## src/gdr_pkg.sv

```systemverilog
// Package with register map, field layout, reset values and carriers for the gate driver registers
package gdr_pkg;

    localparam logic [3:0] ADDR_FAULT_SUMMARY = 4'h0;
    localparam logic [3:0] ADDR_FET_DETAIL    = 4'h1;
    localparam logic [3:0] ADDR_MAIN          = 4'h2;
    localparam logic [3:0] ADDR_DRIVE_WD      = 4'h3;
    localparam logic [3:0] ADDR_OC_MONITOR    = 4'h4;
    localparam logic [3:0] ADDR_CHOP_CFG      = 4'h5;

    localparam int FRAME_RW_BIT   = 15;
    localparam int FRAME_ADDR_LSB = 11;
    localparam logic [4:0] FRAME_BITS    = 5'h10;
    localparam logic [4:0] FRAME_OVER    = 5'h11;
    localparam logic [4:0] FRAME_HDR_END = 5'h08;

    localparam int MAIN_RSV_LSB  = 6;
    localparam int MAIN_LOCK_LSB = 3;
    localparam int MAIN_IN_A_BIT = 2;
    localparam int MAIN_IN_B_BIT = 1;
    localparam int MAIN_CLR_BIT  = 0;

    localparam logic [2:0] LOCK_KEY   = 3'h6;
    localparam logic [2:0] UNLOCK_KEY = 3'h3;

    localparam logic [7:0] MAIN_RESET     = 8'h18;
    localparam logic [7:0] DRIVE_WD_RESET = 8'h07;
    localparam logic [7:0] OC_MON_RESET   = 8'h70;
    localparam logic [7:0] CHOP_RESET     = 8'h01;
    localparam logic [7:0] OC_MON_WMASK   = 8'hF3;
    localparam logic [1:0] MAIN_RSV_RESET = 2'h0;

    // Fault event inputs from the analog monitors
    typedef struct packed {
        logic watchdog_timeout_flag;
        logic high_side_gate_fault;
        logic low_side_gate_fault;
        logic high_side_overcurrent;
        logic low_side_overcurrent;
        logic supply_undervoltage_flag;
        logic pump_undervoltage_flag;
        logic thermal_shutdown_flag;
        logic thermal_warning_flag;
    } gdr_fault_s;

    localparam gdr_fault_s FAULT_RESET = '0;

    // Settings handed to the analog and timing logic
    typedef struct packed {
        logic [7:0] drive_strength_watchdog_control;
        logic [7:0] overcurrent_monitor_control;
        logic [7:0] chopping_config_control;
        logic       registers_locked;
    } gdr_cfg_s;

endpackage : gdr_pkg

```

## src/gdr_regs.sv

```systemverilog
// Serial register bank of the half-bridge gate driver
module gdr_regs (
    input  wire logic             core_clk,
    input  wire logic             rstn,
    input  wire logic             spi_sclk,
    input  wire logic             spi_ncs,
    input  wire logic             spi_sdi,
    output logic                  spi_sdo,
    output logic                  spi_sdo_oe,
    input  wire logic             bridge_input_a_pin,
    input  wire logic             bridge_input_b_pin,
    input  wire logic             settings_reset,
    input  wire gdr_pkg::gdr_fault_s fault_events,
    output logic                  bridge_input_a,
    output logic                  bridge_input_b,
    output gdr_pkg::gdr_fault_s   fault_latched,
    output gdr_pkg::gdr_cfg_s     cfg
);
    import gdr_pkg::*;

    typedef struct packed {
        logic [1:0]  sclk_sy;
        logic [1:0]  ncs_sy;
        logic [1:0]  sdi_sy;
        logic [1:0]  in_a_sy;
        logic [1:0]  in_b_sy;
        logic [1:0]  rst_sy;
        logic [8:0]  flt_sy0;
        logic [8:0]  flt_sy1;
        logic        sclk_prev;
        logic        ncs_prev;
        logic [4:0]  bit_cnt;
        logic [15:0] rx;
        logic [7:0]  tx;
        logic        sdo;
        gdr_fault_s  flt;
        logic [1:0]  main_rsv;
        logic        locked;
        logic        in_a;
        logic        in_b;
        logic [7:0]  drive_wd;
        logic [7:0]  oc_mon;
        logic [7:0]  chop;
        logic        eff_a;
        logic        eff_b;
    } gdr_state_s;

    localparam gdr_state_s STATE_RESET = '{
        sclk_sy:   2'h0,
        ncs_sy:    2'h3,
        sdi_sy:    2'h0,
        in_a_sy:   2'h0,
        in_b_sy:   2'h0,
        rst_sy:    2'h0,
        flt_sy0:   9'h000,
        flt_sy1:   9'h000,
        sclk_prev: 1'b0,
        ncs_prev:  1'b1,
        bit_cnt:   5'h00,
        rx:        16'h0000,
        tx:        8'h00,
        sdo:       1'b0,
        flt:       FAULT_RESET,
        main_rsv:  MAIN_RSV_RESET,
        locked:    1'b0,
        in_a:      1'b0,
        in_b:      1'b0,
        drive_wd:  DRIVE_WD_RESET,
        oc_mon:    OC_MON_RESET,
        chop:      CHOP_RESET,
        eff_a:     1'b0,
        eff_b:     1'b0
    };

    gdr_state_s s_q;
    gdr_state_s s_d;

    // Summary byte is rebuilt from the latched flags on every read
    function automatic logic [7:0] summary_byte(input gdr_fault_s f);
        logic [6:0] low;
        low = {f.watchdog_timeout_flag,
               f.high_side_gate_fault | f.low_side_gate_fault,
               f.high_side_overcurrent | f.low_side_overcurrent,
               f.supply_undervoltage_flag,
               f.pump_undervoltage_flag,
               f.thermal_shutdown_flag,
               f.thermal_warning_flag};
        summary_byte = {|low[6:1], low};
    endfunction : summary_byte

    function automatic logic [7:0] read_reg(input logic [3:0] addr, input gdr_state_s s);
        logic [7:0] v;
        v = 8'h00;
        if (addr == ADDR_FAULT_SUMMARY) begin
            v = summary_byte(s.flt);
        end else if (addr == ADDR_FET_DETAIL) begin
            v = {2'b00, s.flt.high_side_gate_fault, s.flt.low_side_gate_fault,
                 2'b00, s.flt.high_side_overcurrent, s.flt.low_side_overcurrent};
        end else if (addr == ADDR_MAIN) begin
            // Clear bit always reads zero
            v = {s.main_rsv, (s.locked ? LOCK_KEY : UNLOCK_KEY),
                 s.in_a, s.in_b, 1'b0};
        end else if (addr == ADDR_DRIVE_WD) begin
            v = s.drive_wd;
        end else if (addr == ADDR_OC_MONITOR) begin
            v = s.oc_mon & OC_MON_WMASK;
        end else if (addr == ADDR_CHOP_CFG) begin
            v = s.chop;
        end else begin
            v = 8'h00;
        end
        read_reg = v;
    endfunction : read_reg

    logic        sclk_fall;
    logic        sclk_rise;
    logic        frame_on;
    logic        frame_start;
    logic        frame_end;
    logic [15:0] rx_next;
    logic        wr_done;
    logic [3:0]  wr_addr;
    logic [7:0]  wr_data;
    logic [2:0]  wr_key;
    logic        clr_pulse;
    gdr_fault_s  flt_set;

    always_comb begin
        s_d = s_q;

        // Pin synchronisers; only second stages are read below
        s_d.sclk_sy = {s_q.sclk_sy[0], spi_sclk};
        s_d.ncs_sy  = {s_q.ncs_sy[0], spi_ncs};
        s_d.sdi_sy  = {s_q.sdi_sy[0], spi_sdi};
        s_d.in_a_sy = {s_q.in_a_sy[0], bridge_input_a_pin};
        s_d.in_b_sy = {s_q.in_b_sy[0], bridge_input_b_pin};
        s_d.rst_sy  = {s_q.rst_sy[0], settings_reset};
        s_d.flt_sy0 = fault_events;
        s_d.flt_sy1 = s_q.flt_sy0;
        s_d.sclk_prev = s_q.sclk_sy[1];
        s_d.ncs_prev  = s_q.ncs_sy[1];

        frame_on    = ~s_q.ncs_sy[1];
        frame_start = s_q.ncs_prev & ~s_q.ncs_sy[1];
        frame_end   = ~s_q.ncs_prev & s_q.ncs_sy[1];
        sclk_fall   = frame_on & s_q.sclk_prev & ~s_q.sclk_sy[1];
        sclk_rise   = frame_on & ~s_q.sclk_prev & s_q.sclk_sy[1];
        rx_next     = {s_q.rx[14:0], s_q.sdi_sy[1]};

        if (frame_start) begin
            s_d.bit_cnt = 5'h00;
            s_d.sdo     = 1'b0;
        end else if (sclk_fall) begin
            // Input captured on the falling edge, most significant bit first
            s_d.rx = rx_next;
            if (s_q.bit_cnt != FRAME_OVER) begin
                s_d.bit_cnt = s_q.bit_cnt + 5'h01;
            end
            if (s_q.bit_cnt == FRAME_HDR_END - 5'h01) begin
                // Snapshot before any write lands, so a write echoes old contents
                s_d.tx = read_reg(rx_next[6:3], s_q);
            end
        end else if (sclk_rise) begin
            if (s_q.bit_cnt >= FRAME_HDR_END && s_q.bit_cnt < FRAME_BITS) begin
                s_d.sdo = s_q.tx[3'(FRAME_BITS - 5'h01 - s_q.bit_cnt)];
            end else begin
                s_d.sdo = 1'b0;
            end
        end

        // Short or long frames are dropped without effect
        wr_done   = frame_end & (s_q.bit_cnt == FRAME_BITS) & ~s_q.rx[FRAME_RW_BIT];
        wr_addr   = s_q.rx[FRAME_ADDR_LSB +: 4];
        wr_data   = s_q.rx[7:0];
        wr_key    = wr_data[MAIN_LOCK_LSB +: 3];
        clr_pulse = 1'b0;

        if (wr_done) begin
            if (wr_addr == ADDR_MAIN) begin
                s_d.main_rsv = wr_data[MAIN_RSV_LSB +: 2];
                s_d.in_a     = wr_data[MAIN_IN_A_BIT];
                s_d.in_b     = wr_data[MAIN_IN_B_BIT];
                clr_pulse    = wr_data[MAIN_CLR_BIT];
                if (!s_q.locked && wr_key == LOCK_KEY) begin
                    s_d.locked = 1'b1;
                end else if (!s_q.locked) begin
                    s_d.locked = 1'b0;
                end else if (wr_key == UNLOCK_KEY) begin
                    s_d.locked = 1'b0;
                end else begin
                    s_d.locked = 1'b1;
                end
            end else if (wr_addr == ADDR_DRIVE_WD && !s_q.locked) begin
                s_d.drive_wd = wr_data;
            end else if (wr_addr == ADDR_OC_MONITOR && !s_q.locked) begin
                s_d.oc_mon = wr_data & OC_MON_WMASK;
            end else if (wr_addr == ADDR_CHOP_CFG && !s_q.locked) begin
                s_d.chop = wr_data;
            end
            // Status addresses and unlisted addresses take no write
        end

        // A fault arriving with the clear stays latched
        flt_set = gdr_fault_s'(s_q.flt_sy1);
        if (clr_pulse) begin
            s_d.flt = flt_set;
        end else begin
            s_d.flt = s_q.flt | flt_set;
        end

        // Settings held at defaults while the supply or sleep monitor asks
        if (s_q.rst_sy[1]) begin
            s_d.main_rsv = MAIN_RSV_RESET;
            s_d.locked   = 1'b0;
            s_d.in_a     = 1'b0;
            s_d.in_b     = 1'b0;
            s_d.drive_wd = DRIVE_WD_RESET;
            s_d.oc_mon   = OC_MON_RESET;
            s_d.chop     = CHOP_RESET;
        end

        s_d.eff_a = s_d.in_a | s_q.in_a_sy[1];
        s_d.eff_b = s_d.in_b | s_q.in_b_sy[1];
    end

    always_ff @(posedge core_clk or negedge rstn) begin
        if (!rstn) begin
            s_q <= STATE_RESET;
        end else begin
            s_q <= s_d;
        end
    end

    assign spi_sdo        = s_q.sdo;
    assign spi_sdo_oe     = ~s_q.ncs_sy[1];
    assign bridge_input_a = s_q.eff_a;
    assign bridge_input_b = s_q.eff_b;
    assign fault_latched  = s_q.flt;
    assign cfg.drive_strength_watchdog_control = s_q.drive_wd;
    assign cfg.overcurrent_monitor_control     = s_q.oc_mon;
    assign cfg.chopping_config_control         = s_q.chop;
    assign cfg.registers_locked                = s_q.locked;

endmodule : gdr_regs

```

## config.mk

```make
export PLATFORM = sky130hd
export DESIGN_NAME = gdr_regs
export DESIGN_NICKNAME = d
export VERILOG_FILES = /design/src/gdr_pkg.sv /design/src/gdr_regs.sv
export SDC_FILE = /design/constraint.sdc
export NUM_CORES = 1
export LEC_CHECK = 0
export ABC_AREA = 1
export BUFFER_PORTS_ARGS = -buffer_cell sky130_fd_sc_hd__buf_2
export CAP_MARGIN = 0
export CORE_UTILIZATION = 52
export CTS_BUF_LIST = sky130_fd_sc_hd__clkbuf_4 sky130_fd_sc_hd__clkbuf_8 sky130_fd_sc_hd__clkbuf_16
export CTS_CLUSTER_DIAMETER = 80
export DETAILED_ROUTE_END_ITERATION = 8
export PLACE_DENSITY = 0.75
export SYNTH_ARGS = -nofsm -noshare
export SYNTH_HDL_FRONTEND = slang
export SYNTH_SLANG_ARGS = --single-unit
```

## constraint.sdc

```tcl
create_clock -name core_clk -period 1.5 [get_ports core_clk]
set_input_delay 0.075 -clock core_clk [delete_from_list [all_inputs] [get_ports core_clk]]
set_output_delay 0.075 -clock core_clk [all_outputs]
set_load 0.02 [all_outputs]
```

==> reports/results.tsv <==
stage	metric	value	unit
run_status	status	finished, violations left	
run_status	violations in the final reports	negative setup slack	
timing	fin crit share	104	%
power_and_ir_drop	Int Pwr	4.11	mW
synth	Yosys warning total	0	
critical_path	critical setup path kind	reg -> reg	
power_and_ir_drop	Reg power frac	50.6	%
clock_network	Clock Latency Late Sink	0.37	ns
floorplanning	Ports	55	
clock_network	CTS max path bufs	2	
timing	final max-slew violation count	0	
critical_path	crit path DAT	1.82	ns
route	Remaining DRCs	0	
finish	non-filler cells, final	680	
critical_path	delay-heaviest family, CP	simple AND/OR/NAND/NOR gates	
finish	synth-to-layout area growth	24.6	%
finish	share of post-route cells with drive strength above 1	33.6	%
clock_network	clock root buffer	clkbuf_8	
synth	Yosys cell types	35	
timing	final worst slack	-0.0602	ns
timing	crit path time final	1.56	ns
route	final WL	10.6	mm
floorplanning	Rows	33	
finish	fin nets	590	
power_and_ir_drop	NetSw	1.63	mW
timing	final hold slack	0.184	ns
critical_path	CP required	1.76	ns
clock_network	CTS Sinks	100	
finish	most common cell after layout, fill and taps aside	nand2_1	
floorplanning	core area	0.00830	mm2
route	drt pass-1 iters	5	
power_and_ir_drop	Tot Pwr	5.75	mW
global_route	global-route usage over all layers	24.6	%
floorplanning	Die X	95.1	um
global_route	first-pass GRT wire length	16.5	mm
critical_path	Buf/Inv on CP	2	
route	DR iter-0 viols	243	
timing	Clock Skew	0.00977	ns
synth	register area share after synthesis	55.8	%
timing	final hold violation count	0	
run	Max Cap Viol	0	
placed_design	RePlAce Congestion	0.914	
power_and_ir_drop	clock group share of total power	35.0	%
power_and_ir_drop	Logic pwr share	14.4	%
power_and_ir_drop	Sw Share	28.5	%
critical_path	Worst Setup End Kind	flip-flop	
clock_network	clock slew at reported path FFs	0.10	ns
timing	endpoints failing setup	31	
global_route	total gr overflow	0	
synth	Synth top area share	50.0	%
route	Vias/cell	5.31	
critical_path	worst-path cell chain	inv_4, nor2_4, nand2_4, nor2_8, nand2_4, nor2_4, buf_12, o21bai_1	
floorplanning	Initial Util	54.3	%
route	vias	3609	
placed_design	Placed Cells incl. Taps	635	
floorplanning	die area	0.00904	mm2
power_and_ir_drop	Power Density	1020	mW/mm2
synth	Syn Area/Cell	9.21	um2
synth	mapped cell area	0.00451	mm2
timing	unrepaired setup endpoints after global routing	yes	
global_route	antenna violations before repair	0	
finish	most frequent cells in the layout	105 x nand2_1, 87 x dfrtp_1, 51 x buf_2	
critical_path	Setup crit start kind	flip-flop	
synth	ranking of synthesized cells by area	dfrtp_1 50%, nand2_1 9.7%, buf_4 5.8%	
power_and_ir_drop	worst vdd ir	765	uV
hold_path	worst hold path class	in -> async	
floorplanning	die height	95.1	um
placed_design	port bufs	52	
synth	#FFs+latches synth	100	
synth	largest area contributor in the netlist	dfrtp_1	
synth	Cells after Synth	489	
critical_path	slowest CP cell	dfstp_2	
clock_network	CTS tree	yes	
finish	ant diodes	0	
timing	Fmax	641	MHz
clock_network	CTS buffer count	9	
global_route	largest net degree at the start of global routing	34	
placed_design	detailed placer's ending HPWL	7.30	mm
timing	Setup TNS	-1.16	ns
route	Final ANT Viol Nets	0	
critical_path	maximum fanout along the worst path	9	
critical_path	Worst path max stage delay	0.57	ns
clock_network	H-tree levels	3	
global_route	vias in the first global route	3366	
power_and_ir_drop	P_leak	2.77	nW
route	routed len/inst	15.6	um
==> final cells by class <==
class                           instances  area, um2
Timing Repair Buffer                  110        796
Fill cell                             601       2690
Tap cell                              105        131
Clock buffer                            9        124
Inverter                               49        190
Sequential cell                       100       2520
Clock inverter                          7        119
Multi-Input combinational cell        300       1740
==> power groups by stage <==
stage / clock network (mW) / logic (mW) / registers [mW]
after floorplan: 0 / 0.428 / 2.92
after global placement: 0 / 0.635 / 2.95
after detailed placement: 0 / 0.654 / 2.95
after CTS: 2.02 / 0.772 / 2.90
after global routing: 2.12 / 0.908 / 2.91
final: 2.01 / 0.830 / 2.91
==> cells by family after synthesis <==
group                    Yosys count  synth area share [%]
XOR/XNOR                           1                 0.194
adder cells (fa/ha/maj)            3                 0.833
buffers and inverters             91                  10.9
AND/OR/NAND/NOR                  219                  22.4
AO/OA/AOI/OAI                     74                  9.78
flip-flops                       100                  55.8
other                              1                0.0832
==> layer usage <==
metal / share of wire (%) / track usage, % / vias up / routed length, um
met4: 2.9 / 9.72 / 0 / 305
li1: - / - / 1700 / -
met1: 42 / 32.6 / 1737 / 4440
met2: 50 / 40.7 / 146 / 5320
met3: 5.3 / 3.67 / 26 / 563
met5: 0 / 0 / - / 0
==> cell usage after synthesis, drive strengths merged <==
cell type and n:
nand2 124, dfstp 10, nand3b 2, clkbuf 4
clkinv 2, a21oi 14, o22ai 1, nor2 41
or2 2, o211ai 1, inv 47, ha 3
buf 38, nor4 1, conb 1, nand3 40
a31oi 1, nand4 5, o21bai 9, nor3 4
dfrtp 90, o31ai 1, xor2 1, o21ai 47
==> metrics by stage <==
stage	cell area [um2]	setup WS, ns	utilization [%]
after floorplan	4540	-0.0165	-
after global placement	4880	-0.0222	58.9
after detailed placement	4880	-0.0608	58.9
after CTS	5440	-0.0188	65.6
after global routing	5610	-0.150	67.6
final	5610	-0.0602	67.6
==> final timing paths <==
path	from	end	slack, ns	depth (start not counted)
hold / removal	rstn	cfg[22]$_DFFE_PN0P_	0.18	2
max in group asynchronous	rstn	s_q[70]$_DFF_PN1_	0.74	3
hold reg to reg	s_d[91]$_DFF_PN0_	s_q[91]$_DFF_PN0_	0.36	0
setup / recovery	s_d[70]$_DFF_PN1_	fault_latched[2]$_DFF_PN0_	-0.06	8
min in group core_clk	fault_events[2]	s_d[74]$_DFF_PN0_	0.33	2
setup reg to reg	s_d[70]$_DFF_PN1_	fault_latched[2]$_DFF_PN0_	-0.06	8
==> timing repair <==
item / CTS / global route
hold buffers: 16 / 0
hold endpoints to repair: 61 / 0
cloned: 1 / 0
setup endpoints to repair: 36 / 63
pin swaps: 8 / 10
buffers inserted: 6 / 6
gates resized for setup: 35 / 28
==> flip-flops by register name, summed over array words and instances (netlist names) <==
signal          cells
spi_sdo             1
s_d                17
bridge_input_b      1
bridge_input_a      1
flt_set             9
rx_next            16
cfg                23
fault_latched       9
s_q                23
Note: power is estimated with default switching activity, not from simulation.
